<file path="src/verilog/ldl_pkg.sv">
package ldl_pkg;
  // ==========================================================================
  // Data path sizes
  localparam int          LDL_BYTE_W      = 8;
  localparam int          LDL_DEPTH_WIDE  = 16;
  localparam int          LDL_DEPTH_NARROW = 8;
  localparam logic [7:0]  LDL_BC_PRESET   = 8'h1F;
  localparam logic [7:0]  LDL_BYTE_RESET  = 8'h00;
  // ==========================================================================
  // Synchroniser and watchdog timing
  localparam int          LDL_SYNC_STAGES = 2;
  localparam int          LDL_CLK_PERIOD_NS = 4;
  localparam int          LDL_WD_PERIOD_NS  = 1000000;
  localparam int          LDL_WD_CYCLES     = LDL_WD_PERIOD_NS / LDL_CLK_PERIOD_NS;
  localparam int          LDL_WD_CNT_W      = 32;
  // ==========================================================================
  // Bit positions of the synchronised pin bundle
  localparam int          LDL_PIN_W       = 17;

  typedef struct packed {
    logic       shift_clk;
    logic       xfer_off;
    logic       reg_sel;
    logic       latch_open;
    logic       wide_mode;
    logic       bc_enable;
    logic       tc_enable;
    logic       over_temp;
    logic       watchdog_timing_cap_gnd;
    logic [7:0] din;
  } ldl_pins_s;
endpackage

</file>
<file path="src/verilog/ldl_sync.sv">
`timescale 1ns/1ps
module ldl_sync
  import ldl_pkg::*;
(
  input  wire logic                 sys_clk_in,
  input  wire logic                 rstn_in,
  input  wire logic                 clk_en_in,
  input  wire logic [LDL_PIN_W-1:0] async_in,
  output logic      [LDL_PIN_W-1:0] sync_out
);
  // ==========================================================================
  // Two-stage synchroniser; first stage feeds only the second
  logic [LDL_PIN_W-1:0] meta;

  always_ff @(posedge sys_clk_in or negedge rstn_in) begin
    if (!rstn_in) begin
      meta     <= '0;
      sync_out <= '0;
    end else if (clk_en_in) begin
      meta     <= async_in;
      sync_out <= meta;
    end
  end
endmodule

</file>
<file path="src/verilog/ldl_data_input_latch.sv">
`timescale 1ns/1ps
module ldl_data_input_latch
  import ldl_pkg::*;
#(
  parameter int WD_CYCLES = LDL_WD_CYCLES
) (
  input  wire logic                  sys_clk_in,
  input  wire logic                  rstn_in,
  input  wire logic                  clk_en_in,
  input  wire logic                  data_shift_clock_in,
  input  wire logic                  transfer_disable_in,
  input  wire logic                  register_select_in,
  input  wire logic                  latch_in,
  input  wire logic                  width_mode_in,
  input  wire logic                  brightness_ctrl_enable_in,
  input  wire logic [7:0]            parallel_in,
  input  wire logic                  thermal_cutout_enable_in,
  input  wire logic                  over_temp_in,
  input  wire logic                  watchdog_timing_cap_gnd_in,
  input  wire logic                  scan_monitor_in,
  output logic      [7:0]            parallel_out,
  output logic      [15:0][7:0]      gs_latch_out,
  output logic      [15:0][7:0]      bc_latch_out,
  output logic                       thermal_cutout_out,
  output logic                       scan_watchdog_out,
  output logic                       outputs_off_out
);
  // ==========================================================================
  // Pin synchronisation
  ldl_pins_s          pins_raw;
  ldl_pins_s          pins;
  logic [1:0]         scan_sync;
  logic [1:0]         scan_meta;

  assign pins_raw = '{shift_clk: data_shift_clock_in, xfer_off: transfer_disable_in,
                      reg_sel: register_select_in, latch_open: latch_in,
                      wide_mode: width_mode_in, bc_enable: brightness_ctrl_enable_in,
                      tc_enable: thermal_cutout_enable_in, over_temp: over_temp_in,
                      watchdog_timing_cap_gnd: watchdog_timing_cap_gnd_in, din: parallel_in};

  ldl_sync u_sync (
    .sys_clk_in (sys_clk_in),
    .rstn_in    (rstn_in),
    .clk_en_in  (clk_en_in),
    .async_in   (pins_raw),
    .sync_out   (pins)
  );

  // Scan signal gets its own four-flop chain so its edge detector reads only the last two flops
  always_ff @(posedge sys_clk_in or negedge rstn_in) begin
    if (!rstn_in) begin
      scan_meta <= 2'h0;
      scan_sync <= 2'h0;
    end else if (clk_en_in) begin
      scan_meta <= {scan_meta[0], scan_monitor_in};
      scan_sync <= {scan_sync[0], scan_meta[1]};
    end
  end

  // ==========================================================================
  // Data clock edge and transfer decode
  logic               shift_clk_q;
  wire                data_shift_clock_rise = pins.shift_clk & ~shift_clk_q;
  wire                accept    = clk_en_in & data_shift_clock_rise & ~pins.xfer_off;
  wire                gs_shift  = accept & ~pins.reg_sel;
  wire                bc_shift  = accept & pins.reg_sel;

  function automatic logic [7:0] ldl_tap(input logic [15:0][7:0] sr, input logic wide);
    ldl_tap = wide ? sr[LDL_DEPTH_WIDE-1] : sr[LDL_DEPTH_NARROW-1];
  endfunction

  // ==========================================================================
  // Shift registers
  logic [15:0][7:0]   gs_sr;
  logic [15:0][7:0]   bc_sr;
  wire  [15:0][7:0]   next_gs_sr;
  wire  [15:0][7:0]   next_bc_sr;
  wire  [7:0]         gs_tap = ldl_tap(gs_sr, pins.wide_mode);
  wire  [7:0]         bc_tap = ldl_tap(bc_sr, pins.wide_mode);

  // One process owns each register; the stages only build its next value
  genvar i;
  generate
    for (i = 0; i < LDL_DEPTH_WIDE; i++) begin : g_stage
      if (i == 0) begin : g_head
        assign next_gs_sr[i] = pins.din;
        assign next_bc_sr[i] = pins.din;
      end else begin : g_body
        assign next_gs_sr[i] = gs_sr[i-1];
        assign next_bc_sr[i] = bc_sr[i-1];
      end
    end
  endgenerate

  always_ff @(posedge sys_clk_in or negedge rstn_in) begin
    if (!rstn_in) begin
      shift_clk_q <= 1'b0;
      gs_sr       <= {16{LDL_BYTE_RESET}};
      bc_sr       <= {16{LDL_BYTE_RESET}};
    end else if (clk_en_in) begin
      shift_clk_q <= pins.shift_clk;
      if (gs_shift) begin
        gs_sr <= next_gs_sr;
      end
      if (bc_shift) begin
        bc_sr <= next_bc_sr;
      end
    end
  end

  // Output shows the byte leaving the selected register on each accepted edge
  always_ff @(posedge sys_clk_in or negedge rstn_in) begin
    if (!rstn_in) begin
      parallel_out <= LDL_BYTE_RESET;
    end else if (gs_shift) begin
      parallel_out <= gs_tap;
    end else if (bc_shift) begin
      parallel_out <= bc_tap;
    end
  end

  // ==========================================================================
  // Data latches, modelled as sampled transparency one cycle behind
  wire gs_open = ~pins.reg_sel & pins.latch_open;
  wire bc_open = pins.bc_enable & pins.reg_sel & pins.latch_open;

  always_ff @(posedge sys_clk_in or negedge rstn_in) begin
    if (!rstn_in) begin
      gs_latch_out <= '0;
      bc_latch_out <= {16{LDL_BC_PRESET}};
    end else if (clk_en_in) begin
      if (gs_open) begin
        gs_latch_out <= gs_sr;
      end
      if (!pins.bc_enable) begin
        bc_latch_out <= {16{LDL_BC_PRESET}};
      end else if (bc_open) begin
        bc_latch_out <= bc_sr;
      end
    end
  end

  // ==========================================================================
  // Protection: thermal cutout and scan watchdog
  logic [LDL_WD_CNT_W-1:0] wd_cnt;
  wire  scan_edge = scan_sync[1] ^ scan_sync[0];
  wire  wd_expire = (wd_cnt >= LDL_WD_CNT_W'(WD_CYCLES - 1));

  always_ff @(posedge sys_clk_in or negedge rstn_in) begin
    if (!rstn_in) begin
      thermal_cutout_out <= 1'b0;
      scan_watchdog_out  <= 1'b0;
      outputs_off_out    <= 1'b0;
      wd_cnt             <= '0;
    end else if (clk_en_in) begin
      // Cutout stays set until the enable is dropped or reset is asserted
      if (!pins.tc_enable) begin
        thermal_cutout_out <= 1'b0;
      end else if (pins.over_temp) begin
        thermal_cutout_out <= 1'b1;
      end
      if (pins.watchdog_timing_cap_gnd || scan_edge) begin
        wd_cnt            <= '0;
        scan_watchdog_out <= 1'b0;
      end else if (wd_expire) begin
        scan_watchdog_out <= 1'b1;
      end else begin
        wd_cnt <= wd_cnt + 1'b1;
      end
      outputs_off_out <= (thermal_cutout_out | scan_watchdog_out);
    end
  end
endmodule

</file>
<file path="config.mk">
export PLATFORM = sky130hd
export DESIGN_NAME = ldl_data_input_latch
export DESIGN_NICKNAME = d
export VERILOG_FILES = /design/src/verilog/ldl_pkg.sv /design/src/verilog/ldl_sync.sv /design/src/verilog/ldl_data_input_latch.sv
export SDC_FILE = /design/constraint.sdc
export NUM_CORES = 1
export LEC_CHECK = 0
export BUFFER_PORTS_ARGS = -buffer_cell sky130_fd_sc_hd__buf_4
export CAP_MARGIN = 20
export CORE_MARGIN = 3
export CORE_UTILIZATION = 60
export DETAILED_ROUTE_END_ITERATION = 16
export GPL_TIMING_DRIVEN = 0
export HOLD_SLACK_MARGIN = 0.12
export PLACE_DENSITY = 0.86
export SYNTH_ARGS = -nofsm -noshare
export SYNTH_HDL_FRONTEND = slang
export SYNTH_SLANG_ARGS = --single-unit
export TNS_END_PERCENT = 1
</file>
<file path="constraint.sdc">
create_clock -name sys_clk_in -period 5.9 [get_ports sys_clk_in]
set_input_delay 0.59 -clock sys_clk_in [delete_from_list [all_inputs] [get_ports sys_clk_in]]
set_output_delay 0.59 -clock sys_clk_in [all_outputs]
set_load 0.02 [all_outputs]
</file>
# After elaboration in Yosys (flattened, before gate mapping)
# Cells that the tools add are included.
# totals
ff_bits	594
latch_bits	0
ramBits	0
mem_bits_ro	0
inputBits	21
out_inout_bits	267
word_cells	114
n_memories	0
# op_classes
n_addsub	1
n_mul	0
div_mod_pow	0
n_lt_le_gt_ge	1
eq_ne	3
shifts	0
n_mux	12
bitwise_logic	13
reduce_logical	10
# op_table
cell	count
$mux 128	2
$mux 32	2
$add 32x1->32 const B	1
$ge 32x18->1 const B	1
$mux 8	4
$reduce_and 2->1	7
$and 1x1->1	8
$mux 1	4
$ne 2x2->1 const B	2
$reduce_bool 2->1	2
$not 1->1	3
$ne 2x1->1 const B	1
$logic_or 1x1->1	1
$or 1x1->1	1
$xor 1x1->1	1

# Depth between registers and ports, before layout
# logic_depth
word_depth	7
ltp_mapped	8
ltp_nobuf	6

# Modules after synthesis
# From an unflattened synthesis, not the netlist that was laid out.
# hier_totals
cells_unflattened	1373
hier_area_um2	22479.1
# by_module_without_submodules
module	n_inst	cells_per_inst	area_each_um2	seq_area_each_um2
ldl_data_input_latch	1	1301	21061.4	14113.5
ldl_sync	1	72	1417.6	850.8

# Least setup slack after synthesis
# No wires, ideal clock.
# synth_timing
kind	input to register
start	input port clk_en_in
end	register gs_sr[0] in the netlist's numbering
setup_time_ps	125
arrival_time_ps	2338
slack_ps	3438
path_stages	6
cell_sequence	inv_1 > nor4b_2 > nor2b_1 > clkbuf_1 > buf_2 > mux2_2
# synth_between
elab_chain_cells	4
# synth_rtl
item	line_no	text
start, declared	ldl_data_input_latch.sv:9	input wire logic clk_en_in,
$and 1x1->1 (2 in series)	ldl_data_input_latch.sv:64	wire accept = clk_en_in & data_shift_clock_rise & ~pins.xfer_off;
$and 1x1->1	ldl_data_input_latch.sv:65	wire gs_shift = accept & ~pins.reg_sel;
$reduce_and 2->1 (no source line) *	--	
end signal, assigned	ldl_data_input_latch.sv:98	gs_sr <= {16{LDL_BYTE_RESET}};
end signal, assigned	ldl_data_input_latch.sv:103	gs_sr <= next_gs_sr;
end, declared	ldl_data_input_latch.sv:74	logic [15:0][7:0] gs_sr;
# Every way passes the cells marked *; elsewhere a longest branch is shown, timed or not.
# A chain may end at the register's enable or synchronous reset.

# Worst setup path after layout
# layout_timing
start	register u_sync.sync_out[14]
end	register bc_latch_out[97] in the netlist's numbering
# layout_between
elab_chain_cells	4
# layout_rtl
item	line_no	text
start, declared	ldl_sync.sv:9	output logic [LDL_PIN_W-1:0] sync_out
start signal, assigned	ldl_sync.sv:21	sync_out <= meta;
$and 1x1->1 (2 in series)	ldl_data_input_latch.sv:125	wire bc_open = pins.bc_enable & pins.reg_sel & pins.latch_open;
$ne 2x2->1 (no source line)	--	
$reduce_and 2->1 (no source line)	--	
end signal, assigned	ldl_data_input_latch.sv:130	bc_latch_out <= {16{LDL_BC_PRESET}};
end signal, assigned	ldl_data_input_latch.sv:136	bc_latch_out <= {16{LDL_BC_PRESET}};
end signal, assigned	ldl_data_input_latch.sv:138	bc_latch_out <= bc_sr;
end, declared	ldl_data_input_latch.sv:23	output logic [15:0][7:0] bc_latch_out,
# No other way between the ends.

==> impl_results.html <==
<table>
<tr><th>Metric</th><th>Value</th></tr>
<tr><th colspan="2">Placed design</th></tr>
<tr><td>Placer Congestion</td><td>0.8233</td></tr>
<tr><td>Final HPWL DP</td><td>36020 microns</td></tr>
<tr><td>Placed cell area</td><td>0.02518 sq mm</td></tr>
<tr><td>Number of input and output port buffers inserted</td><td>287</td></tr>
<tr><th colspan="2">Drt</th></tr>
<tr><td>Via-per-instance ratio</td><td>5.852</td></tr>
<tr><td>Wire length reported by the detailed router</td><td>51580 microns</td></tr>
<tr><td>Post-route DRC violation count</td><td>0</td></tr>
<tr><td>Vias</td><td>13130</td></tr>
<tr><td>Initial DRC count</td><td>543</td></tr>
<tr><td>Remaining number of nets flagged by the antenna check after routing</td><td>0</td></tr>
<tr><td>Wire per inst</td><td>22.98 microns</td></tr>
<tr><td>First-pass iteration count of the detailed router</td><td>5</td></tr>
<tr><th colspan="2">Synth</th></tr>
<tr><td>Post-Synth XOR/XNOR Area</td><td>0.03930%</td></tr>
<tr><td>Largest family of logic cells by synthesized area</td><td>multiplexers</td></tr>
<tr><td>Count of flip-flops with a built-in enable after synthesis</td><td>0</td></tr>
<tr><td>Gate count of the mapped netlist</td><td>1384</td></tr>
<tr><td>Most area-hungry cell type in the Yosys netlist</td><td>sky130_fd_sc_hd__dfrtp_1</td></tr>
<tr><td>Adder-Cell Fraction of Synth Area</td><td>0.05614%</td></tr>
<tr><td>Top-area cell type share of the netlist area</td><td>57.71%</td></tr>
<tr><td>Area share of and/or/nand/nor cells after synthesis</td><td>2.386%</td></tr>
<tr><td>Post-synthesis cell area</td><td>between 0.02 and 0.025 sq mm</td></tr>
<tr><td>Per-instance average area after synthesis</td><td>16.10 sq um</td></tr>
<tr><td>Synthesized-area fraction occupied by ao, oa, aoi and oai cells</td><td>6.232%</td></tr>
<tr><td>Cells taking the most area after synthesis</td><td>sky130_fd_sc_hd__dfrtp_1 (58%), sky130_fd_sc_hd__mux2_2 (22%), sky130_fd_sc_hd__dfstp_2 (9.4%)</td></tr>
<tr><td>Synth warn</td><td>0</td></tr>
<tr><td>Library cells used by synthesis</td><td>39</td></tr>
<tr><td>Net Count, Synth</td><td>1406</td></tr>
<tr><td>Top flip-flop cell by instance count after synthesis</td><td>sky130_fd_sc_hd__dfrtp_1</td></tr>
<tr><td>Fraction of registers with async set or reset after synthesis</td><td>100.0%</td></tr>
<tr><td>Multiplexer fraction of the synthesized cell area</td><td>22.54%</td></tr>
<tr><td>Synth Register Bits</td><td>594</td></tr>
<tr><td>Sequential share of the synthesized area</td><td>67.15%</td></tr>
<tr><th colspan="2">Setup path</th></tr>
<tr><td>Kind of start point of the critical path</td><td>flop</td></tr>
<tr><td>Data arrival at the endpoint of the critical path</td><td>roughly 3200 ps</td></tr>
<tr><td>R2r startpoint</td><td>u_sync.sync_out[14]$_DFFE_PN0P_</td></tr>
<tr><td>Critical path cell sequence</td><td>buf_1, nand4_1, clkbuf_1, o22a_1</td></tr>
<tr><td>Worst-path fanout max</td><td>10</td></tr>
<tr><td>Kind of critical path</td><td>flop to flop</td></tr>
<tr><td>Critical path's slowest cell</td><td>sky130_fd_sc_hd__nand4_1</td></tr>
<tr><td>Reg2Reg Setup Slack</td><td>3190 ps</td></tr>
<tr><td>Worst Reg-to-Reg Cells</td><td>4</td></tr>
<tr><td>Endpoint type of the worst setup path</td><td>flop</td></tr>
<tr><td>Endpoint of the most critical register-to-register path</td><td>bc_latch_out[97]$_DFFE_PN1P_</td></tr>
<tr><td>CP max stage delay</td><td>just over 900 ps</td></tr>
<tr><td>Data required time of the critical path</td><td>approximately 6400 ps</td></tr>
<tr><th colspan="2">Timing</th></tr>
<tr><td>Final count of pins violating max slew</td><td>0</td></tr>
<tr><td>Setup tns final</td><td>0 ps</td></tr>
<tr><td>Worst-case headroom to the max-slew limit</td><td>33.78%</td></tr>
<tr><td>Min Tclk post-route</td><td>2706 ps</td></tr>
<tr><td>Highest clock rate</td><td>0.3695 GHz</td></tr>
<tr><td>Worst setup skew after layout</td><td>approximately 13 ps</td></tr>
<tr><td>Final worst-path cycle share</td><td>45.87%</td></tr>
<tr><td>Final count of negative-setup-slack endpoints</td><td>0</td></tr>
<tr><td>RSZ-0062 raised after global routing</td><td>no</td></tr>
<tr><td>Final hold violations</td><td>0</td></tr>
<tr><td>Worst hold slack across all endpoints</td><td>234.4 ps</td></tr>
<tr><td>Worst Max-Slew Pin Slew</td><td>990.4 ps</td></tr>
<tr><th colspan="2">Clocking</th></tr>
<tr><td>Worst-case clock buffer depth</td><td>3</td></tr>
<tr><td>Clock root buffer</td><td>sky130_fd_sc_hd__clkbuf_16</td></tr>
<tr><td>CTS buffer count</td><td>56</td></tr>
<tr><td>Clk slew on worst S/H paths</td><td>60 ps</td></tr>
<tr><td>Number of clock sinks</td><td>between 500 and 600</td></tr>
<tr><td>Number of levels the H-tree was split into</td><td>2</td></tr>
<tr><td>CTS tree</td><td>yes</td></tr>
<tr><td>Post-CTS Resized</td><td>0</td></tr>
<tr><td>Latest clock arrival within the worst-skew pair</td><td>~590 ps</td></tr>
<tr><th colspan="2">Pwr</th></tr>
<tr><td>Logic pwr share</td><td>14.1%</td></tr>
<tr><td>Psw</td><td>~2.6 mW</td></tr>
<tr><td>Proportion of power drawn by flip-flops and latches</td><td>48.3%</td></tr>
<tr><td>Fraction of power consumed by the clock network</td><td>between 30% and 40%</td></tr>
<tr><td>Worst VDD drop</td><td>0.3180 mV</td></tr>
<tr><td>Leakage dissipation</td><td>13.52 nW</td></tr>
<tr><td>Proportion of total power due to net switching</td><td>25.64%</td></tr>
<tr><td>Power Internal</td><td>7.606 mW</td></tr>
<tr><td>Pwr Density</td><td>376.2 mW/mm^2</td></tr>
<tr><th colspan="2">Hold path</th></tr>
<tr><td>Worst hold endpoint</td><td>u_sync.meta[2]$_DFFE_PN0P_</td></tr>
<tr><td>Depth of the worst hold-timing path</td><td>2</td></tr>
<tr><td>Tightest Hold Check Type</td><td>input pin to flop</td></tr>
<tr><td>Hold Startpoint</td><td>parallel_in[2]</td></tr>
<tr><th colspan="2">Floorplanning</th></tr>
<tr><td>Ports placed on the boundary</td><td>between 200 and 300</td></tr>
<tr><td>Area of the placeable core</td><td>0.03609 sq mm</td></tr>
<tr><td>Floorplan die width</td><td>198.7 microns</td></tr>
<tr><td>Die H</td><td>198.7 microns</td></tr>
<tr><td>Die Outline Area</td><td>0.03949 sq mm</td></tr>
<tr><td>Starting Density</td><td>61.76%</td></tr>
<tr><td>Rows</td><td>69</td></tr>
<tr><th colspan="2">Run</th></tr>
<tr><td>Max Cap Viol</td><td>0</td></tr>
<tr><th colspan="2">Global routing</th></tr>
<tr><td>Antenna violations before repair</td><td>1</td></tr>
<tr><td>Pin count of the biggest net entering global routing</td><td>135</td></tr>
<tr><td>Overall routing resource usage</td><td>26.66%</td></tr>
<tr><td>Wire length of the first global-routing pass</td><td>81810 microns</td></tr>
<tr><td>Via count of the first global-routing pass</td><td>between 10000 and 15000</td></tr>
<tr><td>Total congestion overflow after global routing</td><td>0</td></tr>
<tr><th colspan="2">Layout</th></tr>
<tr><td># diodes</td><td>0</td></tr>
<tr><td>Area delta synth-&gt;final</td><td>22.01%</td></tr>
<tr><td>Commonest non-fill, non-tap cells in the layout</td><td>sky130_fd_sc_hd__dfrtp_1 (514), sky130_fd_sc_hd__mux2_2 (430), sky130_fd_sc_hd__buf_4 (287)</td></tr>
<tr><td>Total number of nets in the final design</td><td>1759</td></tr>
<tr><td>Design Area, Final</td><td>0.02719 sq mm</td></tr>
<tr><td>Layout cells sized above 1</td><td>51.77%</td></tr>
<tr><td>Most common cell after layout, fill and taps aside</td><td>sky130_fd_sc_hd__dfrtp_1</td></tr>
<tr><th colspan="2">Outcome</th></tr>
<tr><td>Status</td><td>completed</td></tr>
</table>
## registers in the layout (all words and copies together), names as in the netlist
register            count
scan_sync               2
thermal_cutout_out      1
bc_sr                 128
gs_sr                 128
wd_cnt                 32
outputs_off_out         1
shift_clk_q             1
scan_watchdog_out       1
scan_meta               2
u_sync.meta            17
bc_latch_out          128
gs_latch_out          128
u_sync.sync_out        17
parallel_out            8
## metrics by stage
step | power (mW) | cells | worst slack [ps] | utilization (%)
final | 10.23 | 2244 | 3194 | 75.35
after global routing | 10.60 | 2244 | 3087 | 75.35
after CTS | 10.30 | 2244 | 3202 | 75.35
after detailed placement | 6.450 | 2139 | 2846 | 69.78
after global placement | 6.369 | 2132 | -1729 | 69.33
after floorplan | 5.725 | 1384 | 3438 | -
## power groups by stage
stage | registers, mW | clock network (mW) | logic [mW]
after floorplan | 5.14 | 0 | 0.584
after global placement | 4.98 | 0 | 1.39
after detailed placement | 5.00 | 0 | 1.45
after CTS | 4.93 | 3.90 | 1.47
after global routing | 4.99 | 4.06 | 1.55
final | 4.94 | 3.85 | 1.44
## metal layers
metal  part of all wire [%]  global-route usage (%)
met1                     42                   35.67
met4                    2.8                   7.991
met3                    6.0                   6.148
met5                  0.023                       0
met2                     49                   44.30
## synth_stat cells, types with 2 or more instances
library cell                  n
sky130_fd_sc_hd__a2bb2oi_1    3
sky130_fd_sc_hd__dfrtp_1    514
sky130_fd_sc_hd__buf_1       11
sky130_fd_sc_hd__nand3_1     10
sky130_fd_sc_hd__nand2_1     20
sky130_fd_sc_hd__or3_1        4
sky130_fd_sc_hd__nor2_1       7
sky130_fd_sc_hd__and2_1      17
sky130_fd_sc_hd__buf_2       13
sky130_fd_sc_hd__clkbuf_1    60
sky130_fd_sc_hd__or4_1       11
sky130_fd_sc_hd__mux4_2       8
sky130_fd_sc_hd__a21oi_1     15
sky130_fd_sc_hd__a22o_1      49
sky130_fd_sc_hd__dfstp_2     80
sky130_fd_sc_hd__o31ai_1      5
sky130_fd_sc_hd__o211ai_1     5
sky130_fd_sc_hd__and3_1       2
sky130_fd_sc_hd__and4_1       4
sky130_fd_sc_hd__nor4_1       3
sky130_fd_sc_hd__nand4_1      7
sky130_fd_sc_hd__o22a_1      80
sky130_fd_sc_hd__mux2_2     430
sky130_fd_sc_hd__nand3b_1     2
sky130_fd_sc_hd__o21ai_0      7
sky130_fd_sc_hd__inv_1        4
## worst max-delay path by stage
stage / startpoint / end / slack (ps) / cells past startpoint
4_1_cts: u_sync.sync_out[14]$_DFFE_PN0P_ / bc_latch_out[12]$_DFFE_PN1P_ / 3200 / 4
3_3_place_gp: rstn_in / bc_sr[75]$_DFFE_PN0P_ / -1730 / 1
2_1_floorplan: clk_en_in / gs_sr[0]$_DFFE_PN0P_ / 3440 / 6
3_5_place_dp: clk_en_in / gs_sr[95]$_DFFE_PN0P_ / 2850 / 7
5_1_grt: u_sync.sync_out[14]$_DFFE_PN0P_ / bc_latch_out[3]$_DFFE_PN1P_ / 3090 / 4
6_report: u_sync.sync_out[14]$_DFFE_PN0P_ / bc_latch_out[97]$_DFFE_PN1P_ / 3190 / 4
## worst max-delay path, delay by kind of cell, from the launching register on
| kind | cells | cell delay, ps |
|---|---|---|
| AO/OA/AOI/OAI | 1 | 260 |
| buffers and inverters | 2 | 990 |
| flip-flops | 1 | 450 |
| AND/OR/NAND/NOR | 1 | 930 |
## kinds of logic (layout without fill, tap and decap cells)
kind of cell	count (synthesis)	count (layout)
AO/OA/AOI/OAI	169	169
multiplexers	438	438
XOR/XNOR	1	1
adder cells (fa/ha/maj)	1	1
buffers and inverters	89	488
flip-flops	594	594
AND/OR/NAND/NOR	92	92
## area by class of cell
cell class / instances / area, sq um
Sequential cell: 594 / 14960
Fill cell: 2096 / 8896
Multi-Input combinational cell: 701 / 6964
Timing Repair Buffer: 295 / 2328
Clock buffer: 81 / 1647
Tap cell: 461 / 576.8
Clock inverter: 23 / 352.8
Buffer: 85 / 342.8
Inverter: 4 / 15.01
## timing repair
item / 4_1_cts / 5_1_grt
setup endpoints to repair: 0 / 0
buffers inserted: 0 / 0
hold endpoints to repair: 73 / 0
hold buffers: 1 / 0
(Power assumes the default switching activity.)
